### src/psq_pkg.sv
`default_nettype none
package psq_pkg;
  // ************************************************
  // pointer and memory geometry
  // ************************************************
  localparam int IP_W = 11;
  localparam int TGT_W = 10;
  localparam int OPC_W = 5;
  localparam int STK_DEPTH = 3;
  localparam int STK_W = IP_W + 1;
  localparam int LVL_W = 2;
  localparam int ROM_WORDS = 2040;
  localparam int INSTR_W = 16;

  localparam logic [IP_W-1:0] RESET_ADDR = 11'h000;
  localparam logic [IP_W-1:0] IRQ_VECTOR = 11'h001;
  localparam logic [IP_W-1:0] IP_STEP = 11'h001;
  localparam logic [IP_W-1:0] LOW_PAGE_LAST = 11'h3ff;
  localparam logic [IP_W-1:0] HIGH_PAGE_FIRST = 11'h400;
  localparam logic [IP_W-1:0] ROM_LAST_ADDR = 11'h7f7;

  // ************************************************
  // jump operation codes, one per page
  // ************************************************
  localparam logic [OPC_W-1:0] JUMP_LOW_OPC = 5'h06;
  localparam logic [OPC_W-1:0] JUMP_HIGH_OPC = 5'h02;

  localparam logic [LVL_W-1:0] LVL_EMPTY = 2'h0;
  localparam logic [LVL_W-1:0] LVL_FULL = 2'h3;
  localparam logic [LVL_W-1:0] LVL_STEP = 2'h1;
endpackage
`default_nettype wire

### src/psq_return_stack.sv
`default_nettype none
module psq_return_stack
  import psq_pkg::*;
#(
  parameter int DEPTH = psq_pkg::STK_DEPTH
) (
  input  wire logic                      ref_clk,  // system clock
  input  wire logic                      nrst,     // async reset, low
  input  wire logic                      push,     // store an entry
  input  wire logic                      pop,      // take the top entry
  input  wire logic [psq_pkg::STK_W-1:0] wr_data,  // {skip, address}
  output logic      [psq_pkg::STK_W-1:0] top_data  // entry on top
);
  import psq_pkg::*;

  // ************************************************
  // circular storage
  // ************************************************
  // a push past the last level simply wraps and overwrites the oldest
  // entry; no overflow flag, software must not nest that deep
  localparam int IDX_W = $clog2(DEPTH);
  localparam logic [IDX_W-1:0] IDX_LAST = IDX_W'(DEPTH - 1);
  localparam logic [IDX_W-1:0] IDX_ONE = IDX_W'(1);

  logic [STK_W-1:0] mem_q [DEPTH];
  logic [IDX_W-1:0] wp_q;
  logic [IDX_W-1:0] wp_d;
  wire  [IDX_W-1:0] wp_inc = (wp_q == IDX_LAST) ? '0 : wp_q + IDX_ONE;
  wire  [IDX_W-1:0] wp_dec = (wp_q == '0) ? IDX_LAST : wp_q - IDX_ONE;

  assign wp_d = push ? wp_inc : (pop ? wp_dec : wp_q);
  assign top_data = mem_q[wp_dec];

  always_ff @(posedge ref_clk or negedge nrst) begin
    if (!nrst) begin
      wp_q <= '0;
    end else begin
      wp_q <= wp_d;
    end
  end

  genvar gi;
  generate
    for (gi = 0; gi < DEPTH; gi++) begin : g_entry
      wire wr_here = push && (wp_q == IDX_W'(gi));
      always_ff @(posedge ref_clk or negedge nrst) begin
        if (!nrst) begin
          mem_q[gi] <= '0;
        end else if (wr_here) begin
          mem_q[gi] <= wr_data;
        end
      end
    end
  endgenerate

  // ************************************************
  // checks
  // ************************************************
  wrap_push_a: assert property (@(posedge ref_clk)
    disable iff (!nrst)
    push && wp_q == IDX_LAST |=> wp_q == '0)
    else $error("push did not wrap to the first level");

  push_top_a: assert property (@(posedge ref_clk)
    disable iff (!nrst)
    push |=> top_data == $past(wr_data))
    else $error("pushed entry not on top");
endmodule
`default_nettype wire

### src/psq_sequencer.sv
`default_nettype none
module psq_sequencer
  import psq_pkg::*;
(
  input  wire logic                      ref_clk,             // system clock
  input  wire logic                      nrst,                // async, low
  input  wire logic                      clk_en,              // freezes state
  input  wire logic                      exec,                // instr retires
  input  wire logic [psq_pkg::OPC_W-1:0] opcode,              // decoded opcode
  input  wire logic                      jump_instr,          // jump retires
  input  wire logic                      call_instr,          // call retires
  input  wire logic                      return_instr,        // plain return
  input  wire logic                      return_skip,         // return, skip
  input  wire logic                      skip_true,           // skip cond met
  input  wire logic [psq_pkg::TGT_W-1:0] target,              // operand addr
  input  wire logic                      irq_accept,          // irq taken
  output logic      [psq_pkg::IP_W-1:0]  instruction_pointer, // fetch addr
  output logic                           nop_slot,            // instr voided
  output logic      [psq_pkg::LVL_W-1:0] stack_level,         // levels in use
  output logic                           upper_page,          // ptr in page 1
  output logic                           rom_addr_ok          // ptr in rom
);
  import psq_pkg::*;

  // ************************************************
  // state
  // ************************************************
  logic [IP_W-1:0]  ip_q;
  logic [IP_W-1:0]  ip_d;
  logic             nop_q;
  logic             nop_d;
  logic [LVL_W-1:0] lvl_q;
  logic [LVL_W-1:0] lvl_d;
  logic             page_q;
  logic             rom_ok_q;

  // ************************************************
  // decode of the retiring instruction
  // ************************************************
  // a voided instruction still retires but its effects are dropped
  wire live = exec && !nop_q;
  wire go_irq = clk_en && irq_accept;
  wire go_jump = live && jump_instr;
  wire go_call = live && call_instr;
  wire go_ret = live && (return_instr || return_skip);
  wire transfer = jump_instr || call_instr || return_instr || return_skip;
  wire skip_now = live && skip_true && !transfer;
  wire page_bit = (opcode == JUMP_HIGH_OPC);

  wire [IP_W-1:0] ip_inc = ip_q + IP_STEP;
  wire [IP_W-1:0] jump_addr = {page_bit, target};
  wire [IP_W-1:0] call_addr = {1'b0, target};

  // ************************************************
  // return stack, shared by calls and interrupts
  // ************************************************
  // the interrupt takes a level like a call, so nesting depth left to
  // subroutines shrinks while a handler runs
  wire             stk_push = go_irq || (clk_en && go_call);
  wire             stk_pop = clk_en && go_ret && !irq_accept;
  wire             push_skip = irq_accept && skip_now;
  wire [STK_W-1:0] push_data = {push_skip, ip_inc};
  wire [STK_W-1:0] pop_data;
  wire [IP_W-1:0]  pop_addr = pop_data[IP_W-1:0];
  wire             pop_skip = pop_data[STK_W-1];

  psq_return_stack #(
    .DEPTH (STK_DEPTH)
  ) u_stack (
    .ref_clk  (ref_clk),
    .nrst     (nrst),
    .push     (stk_push),
    .pop      (stk_pop),
    .wr_data  (push_data),
    .top_data (pop_data)
  );

  // ************************************************
  // next pointer
  // ************************************************
  // an interrupt overrides whatever transfer retires with it
  always_comb begin
    ip_d = ip_q;
    if (irq_accept) begin
      ip_d = IRQ_VECTOR;
    end else if (!exec) begin
      ip_d = ip_q;
    end else if (go_jump) begin
      ip_d = jump_addr;
    end else if (go_call) begin
      ip_d = call_addr;
    end else if (go_ret) begin
      ip_d = pop_addr;
    end else begin
      ip_d = ip_inc;
    end
  end

  // ************************************************
  // void flag for the slot after a true skip
  // ************************************************
  always_comb begin
    nop_d = nop_q;
    if (irq_accept) begin
      nop_d = 1'b0;
    end else if (!exec) begin
      nop_d = nop_q;
    end else if (go_ret) begin
      // the saved judgement voids the first instruction after return
      nop_d = return_skip || pop_skip;
    end else begin
      nop_d = skip_now;
    end
  end

  // ************************************************
  // occupancy, saturating to match the wrapping store
  // ************************************************
  wire lvl_up = stk_push && (lvl_q != LVL_FULL);
  wire lvl_dn = stk_pop && !stk_push && (lvl_q != LVL_EMPTY);
  assign lvl_d = lvl_up ? lvl_q + LVL_STEP :
                 (lvl_dn ? lvl_q - LVL_STEP : lvl_q);

  always_ff @(posedge ref_clk or negedge nrst) begin
    if (!nrst) begin
      ip_q <= RESET_ADDR;
      nop_q <= 1'b0;
      lvl_q <= LVL_EMPTY;
      page_q <= 1'b0;
      rom_ok_q <= 1'b1;
    end else if (clk_en) begin
      ip_q <= ip_d;
      nop_q <= nop_d;
      lvl_q <= lvl_d;
      page_q <= (ip_d >= HIGH_PAGE_FIRST);
      rom_ok_q <= (ip_d <= ROM_LAST_ADDR);
    end
  end

  assign instruction_pointer = ip_q;
  assign nop_slot = nop_q;
  assign stack_level = lvl_q;
  assign upper_page = page_q;
  assign rom_addr_ok = rom_ok_q;

  // ************************************************
  // checks
  // ************************************************
  wire plain_go = clk_en && exec && !irq_accept && (!live || !transfer);
  wire jlo_go = clk_en && go_jump && !irq_accept
                && opcode == JUMP_LOW_OPC;
  wire jhi_go = clk_en && go_jump && !irq_accept
                && opcode == JUMP_HIGH_OPC;
  wire call_go = clk_en && go_call && !irq_accept;
  wire ret_go = clk_en && go_ret && !irq_accept;
  wire void_go = clk_en && exec && nop_q && !irq_accept;
  wire idle_go = clk_en && !exec && !irq_accept;
  wire xfer_go = jlo_go || jhi_go || call_go;

  // the *_go terms exclude an interrupt in the same cycle, since it
  // overrides every other outcome; irq_vector_a, irq_skip_a and irq_push_a cover that case
  step_one_a: assert property (@(posedge ref_clk)
    disable iff (!nrst)
    plain_go |=> ip_q == $past(ip_q) + IP_STEP)
    else $error("pointer did not advance by one");

  void_clear_a: assert property (@(posedge ref_clk)
    disable iff (!nrst)
    void_go |=> !nop_q && ip_q == $past(ip_q) + IP_STEP)
    else $error("voided slot did not step and clear");

  idle_hold_a: assert property (@(posedge ref_clk)
    disable iff (!nrst)
    idle_go |=> $stable(ip_q) && $stable(nop_q) && $stable(lvl_q))
    else $error("state moved with nothing retiring");

  jump_low_a: assert property (@(posedge ref_clk)
    disable iff (!nrst)
    jlo_go |=> ip_q == {1'b0, $past(target)} && !page_q)
    else $error("low page jump went astray");

  jump_high_a: assert property (@(posedge ref_clk)
    disable iff (!nrst)
    jhi_go |=> ip_q[IP_W-1] && ip_q[TGT_W-1:0] == $past(target))
    else $error("high page jump lost the page bit");

  page_set_a: assert property (@(posedge ref_clk)
    disable iff (!nrst)
    jhi_go |=> page_q)
    else $error("high page jump left page flag low");

  jump_stack_a: assert property (@(posedge ref_clk)
    disable iff (!nrst)
    (jlo_go || jhi_go) |=> $stable(lvl_q))
    else $error("jump touched the stack");

  xfer_live_a: assert property (@(posedge ref_clk)
    disable iff (!nrst)
    xfer_go |=> !nop_q)
    else $error("jump or call voided the next slot");

  call_page_a: assert property (@(posedge ref_clk)
    disable iff (!nrst)
    call_go |=> ip_q == {1'b0, $past(target)})
    else $error("call target not in lower page");

  irq_vector_a: assert property (@(posedge ref_clk)
    disable iff (!nrst)
    go_irq |=> ip_q == IRQ_VECTOR && !nop_q)
    else $error("interrupt did not vector to 1");

  skip_void_a: assert property (@(posedge ref_clk)
    disable iff (!nrst)
    (clk_en && skip_now && !irq_accept)
      |=> nop_q && ip_q == $past(ip_q) + IP_STEP)
    else $error("skip did not void the next slot");

  call_return_a: assert property (@(posedge ref_clk)
    disable iff (!nrst)
    call_go ##1 ret_go |=> ip_q == $past(ip_q, 2) + IP_STEP)
    else $error("return did not restore caller");

  ret_pop_a: assert property (@(posedge ref_clk)
    disable iff (!nrst)
    ret_go |=> ip_q == $past(pop_addr))
    else $error("return did not load the top entry");

  ret_skip_a: assert property (@(posedge ref_clk)
    disable iff (!nrst)
    (ret_go && return_skip) |=> nop_q)
    else $error("skipping return did not void next slot");

  ret_flag_a: assert property (@(posedge ref_clk)
    disable iff (!nrst)
    (ret_go && !return_skip) |=> nop_q == $past(pop_skip))
    else $error("plain return lost the saved skip bit");

  irq_skip_a: assert property (@(posedge ref_clk)
    disable iff (!nrst)
    (go_irq && skip_now) ##1 (ret_go && return_instr && !return_skip)
      |=> nop_q && ip_q == $past(ip_q, 2) + IP_STEP)
    else $error("skip judgement not kept over interrupt");

  irq_push_a: assert property (@(posedge ref_clk)
    disable iff (!nrst)
    go_irq ##1 ret_go |=> ip_q == $past(ip_q, 2) + IP_STEP)
    else $error("interrupt return address wrong");

  freeze_a: assert property (@(posedge ref_clk)
    disable iff (!nrst)
    !clk_en |=> $stable(ip_q) && $stable(nop_q) && $stable(lvl_q))
    else $error("state moved with clock enable low");

  stack_freeze_a: assert property (@(posedge ref_clk)
    disable iff (!nrst)
    !clk_en |=> $stable(pop_data))
    else $error("stack moved with clock enable low");

  lvl_push_a: assert property (@(posedge ref_clk)
    disable iff (!nrst)
    (stk_push && lvl_q != LVL_FULL) |=> lvl_q == $past(lvl_q) + LVL_STEP)
    else $error("push did not raise the level");

  lvl_pop_a: assert property (@(posedge ref_clk)
    disable iff (!nrst)
    (stk_pop && !stk_push && lvl_q != LVL_EMPTY)
      |=> lvl_q == $past(lvl_q) - LVL_STEP)
    else $error("pop did not lower the level");

  level_cap_a: assert property (@(posedge ref_clk)
    disable iff (!nrst)
    (lvl_q == LVL_FULL && stk_push && !stk_pop) |=> lvl_q == LVL_FULL)
    else $error("stack level passed three");

  rom_flag_a: assert property (@(posedge ref_clk)
    disable iff (!nrst)
    rom_ok_q == (ip_q <= ROM_LAST_ADDR) && page_q == ip_q[IP_W-1])
    else $error("range flags disagree with pointer");

  rom_end_a: assert property (@(posedge ref_clk)
    disable iff (!nrst)
    (plain_go && ip_q == ROM_LAST_ADDR) |=> !rom_ok_q)
    else $error("pointer past rom end still flagged ok");

  page_split_a: assert property (@(posedge ref_clk)
    disable iff (!nrst)
    page_q == (ip_q > LOW_PAGE_LAST))
    else $error("page flag disagrees with lower page end");
endmodule
`default_nettype wire

### config.mk
export PLATFORM = sky130hd
export DESIGN_NAME = psq_sequencer
export DESIGN_NICKNAME = d
export VERILOG_FILES = /design/src/psq_pkg.sv /design/src/psq_return_stack.sv /design/src/psq_sequencer.sv
export SDC_FILE = /design/constraint.sdc
export NUM_CORES = 1
export LEC_CHECK = 0
export ABC_AREA = 1
export BUFFER_PORTS_ARGS = -buffer_cell sky130_fd_sc_hd__buf_2
export CORE_ASPECT_RATIO = 1.25
export CORE_MARGIN = 2
export CORE_UTILIZATION = 40
export DETAILED_ROUTE_END_ITERATION = 7
export PLACE_DENSITY = 0.55
export SLEW_MARGIN = 20
export SYNTH_ARGS = -nofsm -noshare
export SYNTH_HDL_FRONTEND = slang
export SYNTH_SLANG_ARGS = --single-unit
### constraint.sdc
create_clock -name ref_clk -period 4.2 [get_ports ref_clk]
set_input_delay 0.63 -clock ref_clk [delete_from_list [all_inputs] [get_ports ref_clk]]
set_output_delay 0.63 -clock ref_clk [all_outputs]
set_load 0.005 [all_outputs]
==> impl_metrics.tcl, run 1 <==
set metrics [dict create \
    ant_nets 0 \
    postLayoutCoreUtil 0.452 \
    yosys.area_share.simple 0.309 \
    r2r_cells 13 \
    fin_crit_sh 0.584 \
    cts_buffers 5 \
    p_comb_frac 0.392 \
    tightest_slew_ns 0.731 \
    drt-initial-drc-count 159 \
    finalSetupViolations 0 \
    finalHoldViolations 0 \
    rr_startpoint "u_stack.wp_q[0]$_DFFE_PN0P_" \
    hp-class "in -> async" \
    hpwl_microns 6260 \
    syn_to_final_growth_pct 10.1 \
    crit_type "reg -> reg" \
    wire_per_inst_microns 14.5 \
    rrSetupSlack_ns 1.75 \
    post-cts-setup-buffer-count 0 \
    ios 41 \
    busiest_layer "met2" \
    worstSetupStartpointType "flop" \
    status "finished, final reports clean" \
    cts_hold_buffers 0 \
    synth_mux_area_frac 0 \
    timing.fmax_mhz 408 \
    die_h_microns 104 \
    clk_latency_ns 0.32 \
    synth_seq_area_share 0.423 \
    vdd_drop_max_v 0.000272 \
    clk_path_buf_depth 2 \
    critPathMaxFanout 20 \
    fin_tns_setup_ns 0 \
    pwr_density_cell_mw_per_mm2 547 \
    htreeDepth 2 \
    slew_viol_final 0 \
    synth_fp_nets 471 \
    slew_headroom 0.511 \
    syn_avg_cell_area_sq_um 7.24 \
    skew_ns 0.00587 \
    synth_top_family_by_area "simple AND/OR/NAND/NOR gates" \
    worstReg2RegEnd "rom_addr_ok$_DFFE_PN1P_" \
    coreArea_sq_mm 0.00779 \
    synth_seq_cells 54 \
    grt-ovfl-total 0 \
    ys_warn_count 0 \
    synth-adder-area-share 0.0156 \
    clkSinkCount 54 \
    vias_per_cell 5.03 \
    vias 2866 \
    clk_pin_slew_ns 0.10 \
    p_int_uw 1130 \
    grt_setup_unrepaired "false" \
    arrival_ns 2.72 \
    hold_ws_ns 0.431 \
    met3_usage 0.0333 \
    grtUsageTotal 0.202 \
    cts_tree "built" \
    grt_max_degree 55 \
    root_buffer "clkbuf_8" \
    critPathCaptureType "flop" \
    cts_resized 0 \
    cap_violations 0 \
    synthCells 442 \
    fp.dieW_microns 84.0 \
    critPathRequiredTime_ns 4.47 \
    drc 0 \
    nNetsFinal 503 \
    synth-compound-area-share 0.149 \
    drtPass1Iterations 4 \
    p_clk_frac 0.183 \
    p_leak_uw 0.00178 \
    switching_share 0.411 \
    layout-drive-gt1-share 0.141 \
    fillers 818 \
    sequentialPowerShare 0.425 \
    antenna_found_initial 0 \
    startpoint "u_stack.wp_q[0]$_DFFE_PN0P_" \
    use_met2 0.342 \
    num_rows 36 \
    grt_pass1_wl_microns 14200 \
    p_sw_uw 791 \
    synthDistinctLibCells 34 \
    crit_end "rom_addr_ok$_DFFE_PN1P_" \
    synth_xor_xnor_area_share 0.00274 \
    dieArea_sq_mm 0.00873 \
    first_global_vias 2849 \
    syn_area_sq_mm 0.00320 \
    route.final.wire_length_microns 8270 \
    place.gp.congestion 0.881 \
    power.total_uw 1920 \
    grtUsageMet1 0.272 \
    start_util 0.410 \
    antenna_cells 0 \
    placement.io_buffers 40 \
    fin_crit_ns 2.45 \
]
==> synth_stat cells, drive strengths merged <==
library cell | instances | area share
o211ai | 5 | 0.012
and2 | 1 | 0.0020
xor2 | 1 | 0.0027
nand2 | 151 | 0.19
o31ai | 1 | 0.0023
inv | 53 | 0.065
a31oi | 10 | 0.020
nor3 | 2 | 0.0031
clkbuf | 4 | 0.0047
a32oi | 1 | 0.0027
nand4 | 1 | 0.0020
a211oi | 1 | 0.0023
dfstp | 1 | 0.0082
a32o | 1 | 0.0031
a21oi | 16 | 0.026
ha | 4 | 0.016
buf | 12 | 0.031
dfrtp | 53 | 0.41
o21ai | 48 | 0.075
nand3 | 33 | 0.053
o221ai | 2 | 0.0055
nor2 | 41 | 0.059
==> area by class of cell <==
cell class | count | area, sq um | area share
Timing Repair Buffer | 41 | 208 | 0.0590
Multi-Input combinational cell | 319 | 1520 | 0.433
Clock buffer | 8 | 110 | 0.0313
Tap cell | 95 | 119 | 0.0338
Inverter | 53 | 206 | 0.0587
Sequential cell | 54 | 1350 | 0.384
==> metrics by stage <==
step | setup WS, ns | std cells | cell area, sq um
final | 1.75 | 570 | 3520
after global routing | 1.43 | 570 | 3520
after CTS | 1.75 | 570 | 3520
after detailed placement | 1.78 | 562 | 3410
after global placement | 1.83 | 562 | 3410
after floorplan | 2.46 | 442 | 3200
==> critical path, stage by stage, from the launching register on <==
cell and delay, ns:
dfrtp_1 0.39, inv_1 0.10, ha_1 0.58, inv_1 0.43, nand2_1 0.15, nand3_1 0.10, nand3_1 0.11, nand3_1 0.08
nand2_1 0.06, nand2_1 0.06, nor2_1 0.10, nand3_1 0.09, nor2_1 0.11, nor2_1 0.05
==> power groups by stage <==
| stage | clock (uW) | sequential (uW) | combinational [uW] |
|---|---|---|---|
| 2_1_floorplan | 0 | 792 | 586 |
| 3_3_place_gp | 0 | 828 | 746 |
| 3_5_place_dp | 0 | 827 | 757 |
| 4_1_cts | 356 | 819 | 760 |
| 5_1_grt | 379 | 844 | 873 |
| 6_report | 351 | 818 | 754 |
==> kinds of logic after synthesis <==
group,Yosys count
flops,54
buf+inv,69
fa+ha+maj,4
simple gates,229
xor+xnor,1
compound gates,85
==> cell usage in the layout, fill, tap and decap left out, types with 2 or more instances in the layout <==
cell type	count
a31oi_1	10
inv_2	2
nor3_1	2
nand2_2	2
buf_2	40
dfrtp_1	53
ha_1	4
nand2_1	144
inv_1	49
nor2_4	2
nand2_4	5
nor2_1	37
a21oi_1	15
nand3_1	32
o21ai_0	48
clkbuf_8	8
o211ai_1	5
o221ai_1	2
==> flip-flops by register name, indices dropped and copies added (netlist names) <==
| register | count |
|---|---|
| stack_level | 2 |
| upper_page | 1 |
| rom_addr_ok | 1 |
| u_stack.mem_q | 36 |
| instruction_pointer | 11 |
| nop_slot | 1 |
| u_stack.wp_q | 2 |
==> metal layers <==
metal | share of wire | vias to the layer above
li1 | - | 1481
met1 | 0.45 | 1325
met2 | 0.50 | 53
met3 | 0.039 | 7
met4 | 0.0099 | 0
met5 | 0 | -
==> worst min-delay path by stage <==
stage / start / to / slack [ns] / cells past startpoint
5_1_grt: nrst / stack_level[0]$_DFFE_PN0P_ / 0.50 / 2
3_5_place_dp: u_stack.mem_q[35]$_DFFE_PN0P_ / u_stack.mem_q[35]$_DFFE_PN0P_ / 0.46 / 2
2_1_floorplan: nrst / instruction_pointer[0]$_DFFE_PN0P_ / 0.33 / 0
6_report: nrst / stack_level[0]$_DFFE_PN0P_ / 0.43 / 2
3_3_place_gp: upper_page$_DFFE_PN0P_ / upper_page$_DFFE_PN0P_ / 0.46 / 2
4_1_cts: nrst / stack_level[1]$_DFFE_PN0P_ / 0.47 / 2
Note: power is estimated with default switching activity, not from simulation.
==> inputs of run 2 (changes only) <==
clock period = 2.4 ns   (was 4.2 ns; I/O delays follow)
==> run 2 against run 1 <==
Sequential power increased by 74%. Hold slack lost 0.37 ns. Maximum frequency rose by 17%. Critical path type unchanged. Power is 74% higher. Critical path depth is 1 lower. Highest routed layer unchanged.
==> impl_metrics.tcl, run 2 (synthesis gave the netlist of run 1 again) <==
set metrics [dict create \
    cp_slowest_cell "inv_1" \
    dr.max_layer_used "met4" \
    cts_tree "built" \
    tightest_slew_ns 0.668 \
    critPathCaptureType "flop" \
    clk_path_buf_depth 2 \
    fillers 820 \
    first_global_vias 2834 \
    cts_buffers 5 \
    hp-class "in -> async" \
    antenna_found_initial 0 \
    placement.io_buffers 40 \
    power.total_uw 3340 \
    finalSetupViolations 0 \
    status "finished, final reports clean" \
    skew_ns 0.00624 \
    post-cts-setup-buffer-count 0 \
    die_h_microns 104 \
    rrSetupSlack_ns 0.30 \
    wl_met1_microns 3880 \
    timing.fmax_mhz 477 \
    drt-initial-drc-count 195 \
    critPathMaxFanout 15 \
    vias 2885 \
    drtPass1Iterations 5 \
    grt_pass1_wl_microns 14200 \
    fin_tns_setup_ns 0 \
    dieArea_sq_mm 0.00873 \
    place.gp.congestion 0.884 \
    arrival_ns 2.35 \
    crit_chain "inv_1 > ha_1 > inv_1 > nand2_1 > nand3_1 > nand2_1 > a21oi_1 > nand2_1 > a21oi_1 > nand3_1 > nor2_1 > nor2_1" \
    design_area_sq_mm 0.00355 \
    syn_to_final_growth_pct 10.9 \
    layout_common_cells "nand2_1, dfrtp_1, inv_1" \
    pwr_density_cell_mw_per_mm2 941 \
    largest_reg_flops 36 \
    fp.dieW_microns 84.0 \
    grt-ovfl-total 0 \
    clkSinkCount 54 \
    wl_met3_microns 272 \
    grt_setup_unrepaired "false" \
    clk_pin_slew_ns 0.10 \
    vdd_drop_max_v 0.000454 \
    p_leak_uw 0.00180 \
    clk_latency_ns 0.31 \
    antenna_cells 0 \
    vias_per_cell 5.03 \
    dr_wl_met2_microns 4030 \
    drc 0 \
    nNetsFinal 507 \
    slew_viol_final 0 \
    num_rows 36 \
    root_buffer "clkbuf_8" \
    cap_violations 0 \
    slew_headroom 0.555 \
    hold_ws_ns 0.0655 \
    final_common_cell "nand2_1" \
    ant_nets 0 \
    path_common_cell "nand2_1" \
    route.final.wire_length_microns 8330 \
    grtUsageTotal 0.201 \
    grt_max_degree 29 \
    critPathRequiredTime_ns 2.65 \
    hpwl_microns 6390 \
    postLayoutCoreUtil 0.455 \
    coreArea_sq_mm 0.00779 \
    cp_slowest_stage_delay_ns 0.40 \
    top_register "u_stack.mem_q" \
    ios 41 \
    start_util 0.410 \
    fin_crit_ns 2.10 \
    place_area_sq_mm 0.00345 \
    wire_per_inst_microns 14.5 \
    htreeDepth 2 \
    layout-drive-gt1-share 0.148 \
    crit_type "reg -> reg" \
    worstSetupStartpointType "flop" \
    finalHoldViolations 0 \
    fin_crit_sh 0.873 \
]
[run 2: changes by cell type in the layout (fill, tap and decap cells not counted), sizes merged]
cell,delta
buf,+4
clkinv,+1
clkbuf,-1
[run 2: area by class of cell]
type                    instances  area [sq um]  area share
clock buffers                   7          86.3      0.0243
clock inverters                 1          5.00     0.00141
inverters                      53           206      0.0582
multi-input cells             319          1530       0.430
flip-flops and latches         54          1350       0.381
well taps                      95           119      0.0335
repair buffers                 45           250      0.0706
[run 2: routing by layer]
layer / up-vias / track usage
met2: 67 / 0.342
met1: 1318 / 0.268
met4: 0 / 0.0565
li1: 1490 / -
met3: 10 / 0.0254
met5: - / 0
[run 2: worst max-delay path, delay by kind of cell (launching register included)]
kind / cells / cell delay (ns)
simple gates: 7 / 0.64
buf+inv: 2 / 0.47
compound gates: 2 / 0.32
fa+ha+maj: 1 / 0.23
flops: 1 / 0.36
[run 2: what timing repair did]
item	4_1_cts	5_1_grt
hold buffers	0	0
resized for setup	0	1
setup endpoints to repair	0	1
[run 2: final timing paths]
check	startpoint	to	depth (start not counted)
hold reg to reg	upper_page$_DFFE_PN0P_	upper_page$_DFFE_PN0P_	2
max in group asynchronous	nrst	rom_addr_ok$_DFFE_PN1P_	2
hold / removal	nrst	stack_level[1]$_DFFE_PN0P_	1
min in group ref_clk	clk_en	instruction_pointer[6]$_DFFE_PN0P_	2
setup reg to reg	u_stack.wp_q[0]$_DFFE_PN0P_	rom_addr_ok$_DFFE_PN1P_	12
setup / recovery	u_stack.wp_q[0]$_DFFE_PN0P_	rom_addr_ok$_DFFE_PN1P_	12
[run 2: where the power goes]
group	total (uW)	internal, uW	leakage [uW]	switching, uW
clock	543	234	0.0000482	309
sequential	1420	1220	0.000686	200
combinational	1370	498	0.00106	875
[run 2: per-stage QoR]
step                      cells  setup WS, ns
final                       574         0.304
after global routing        574        0.0343
after CTS                   574         0.217
after detailed placement    566         0.221
after global placement      566         0.255
after floorplan             442         0.712
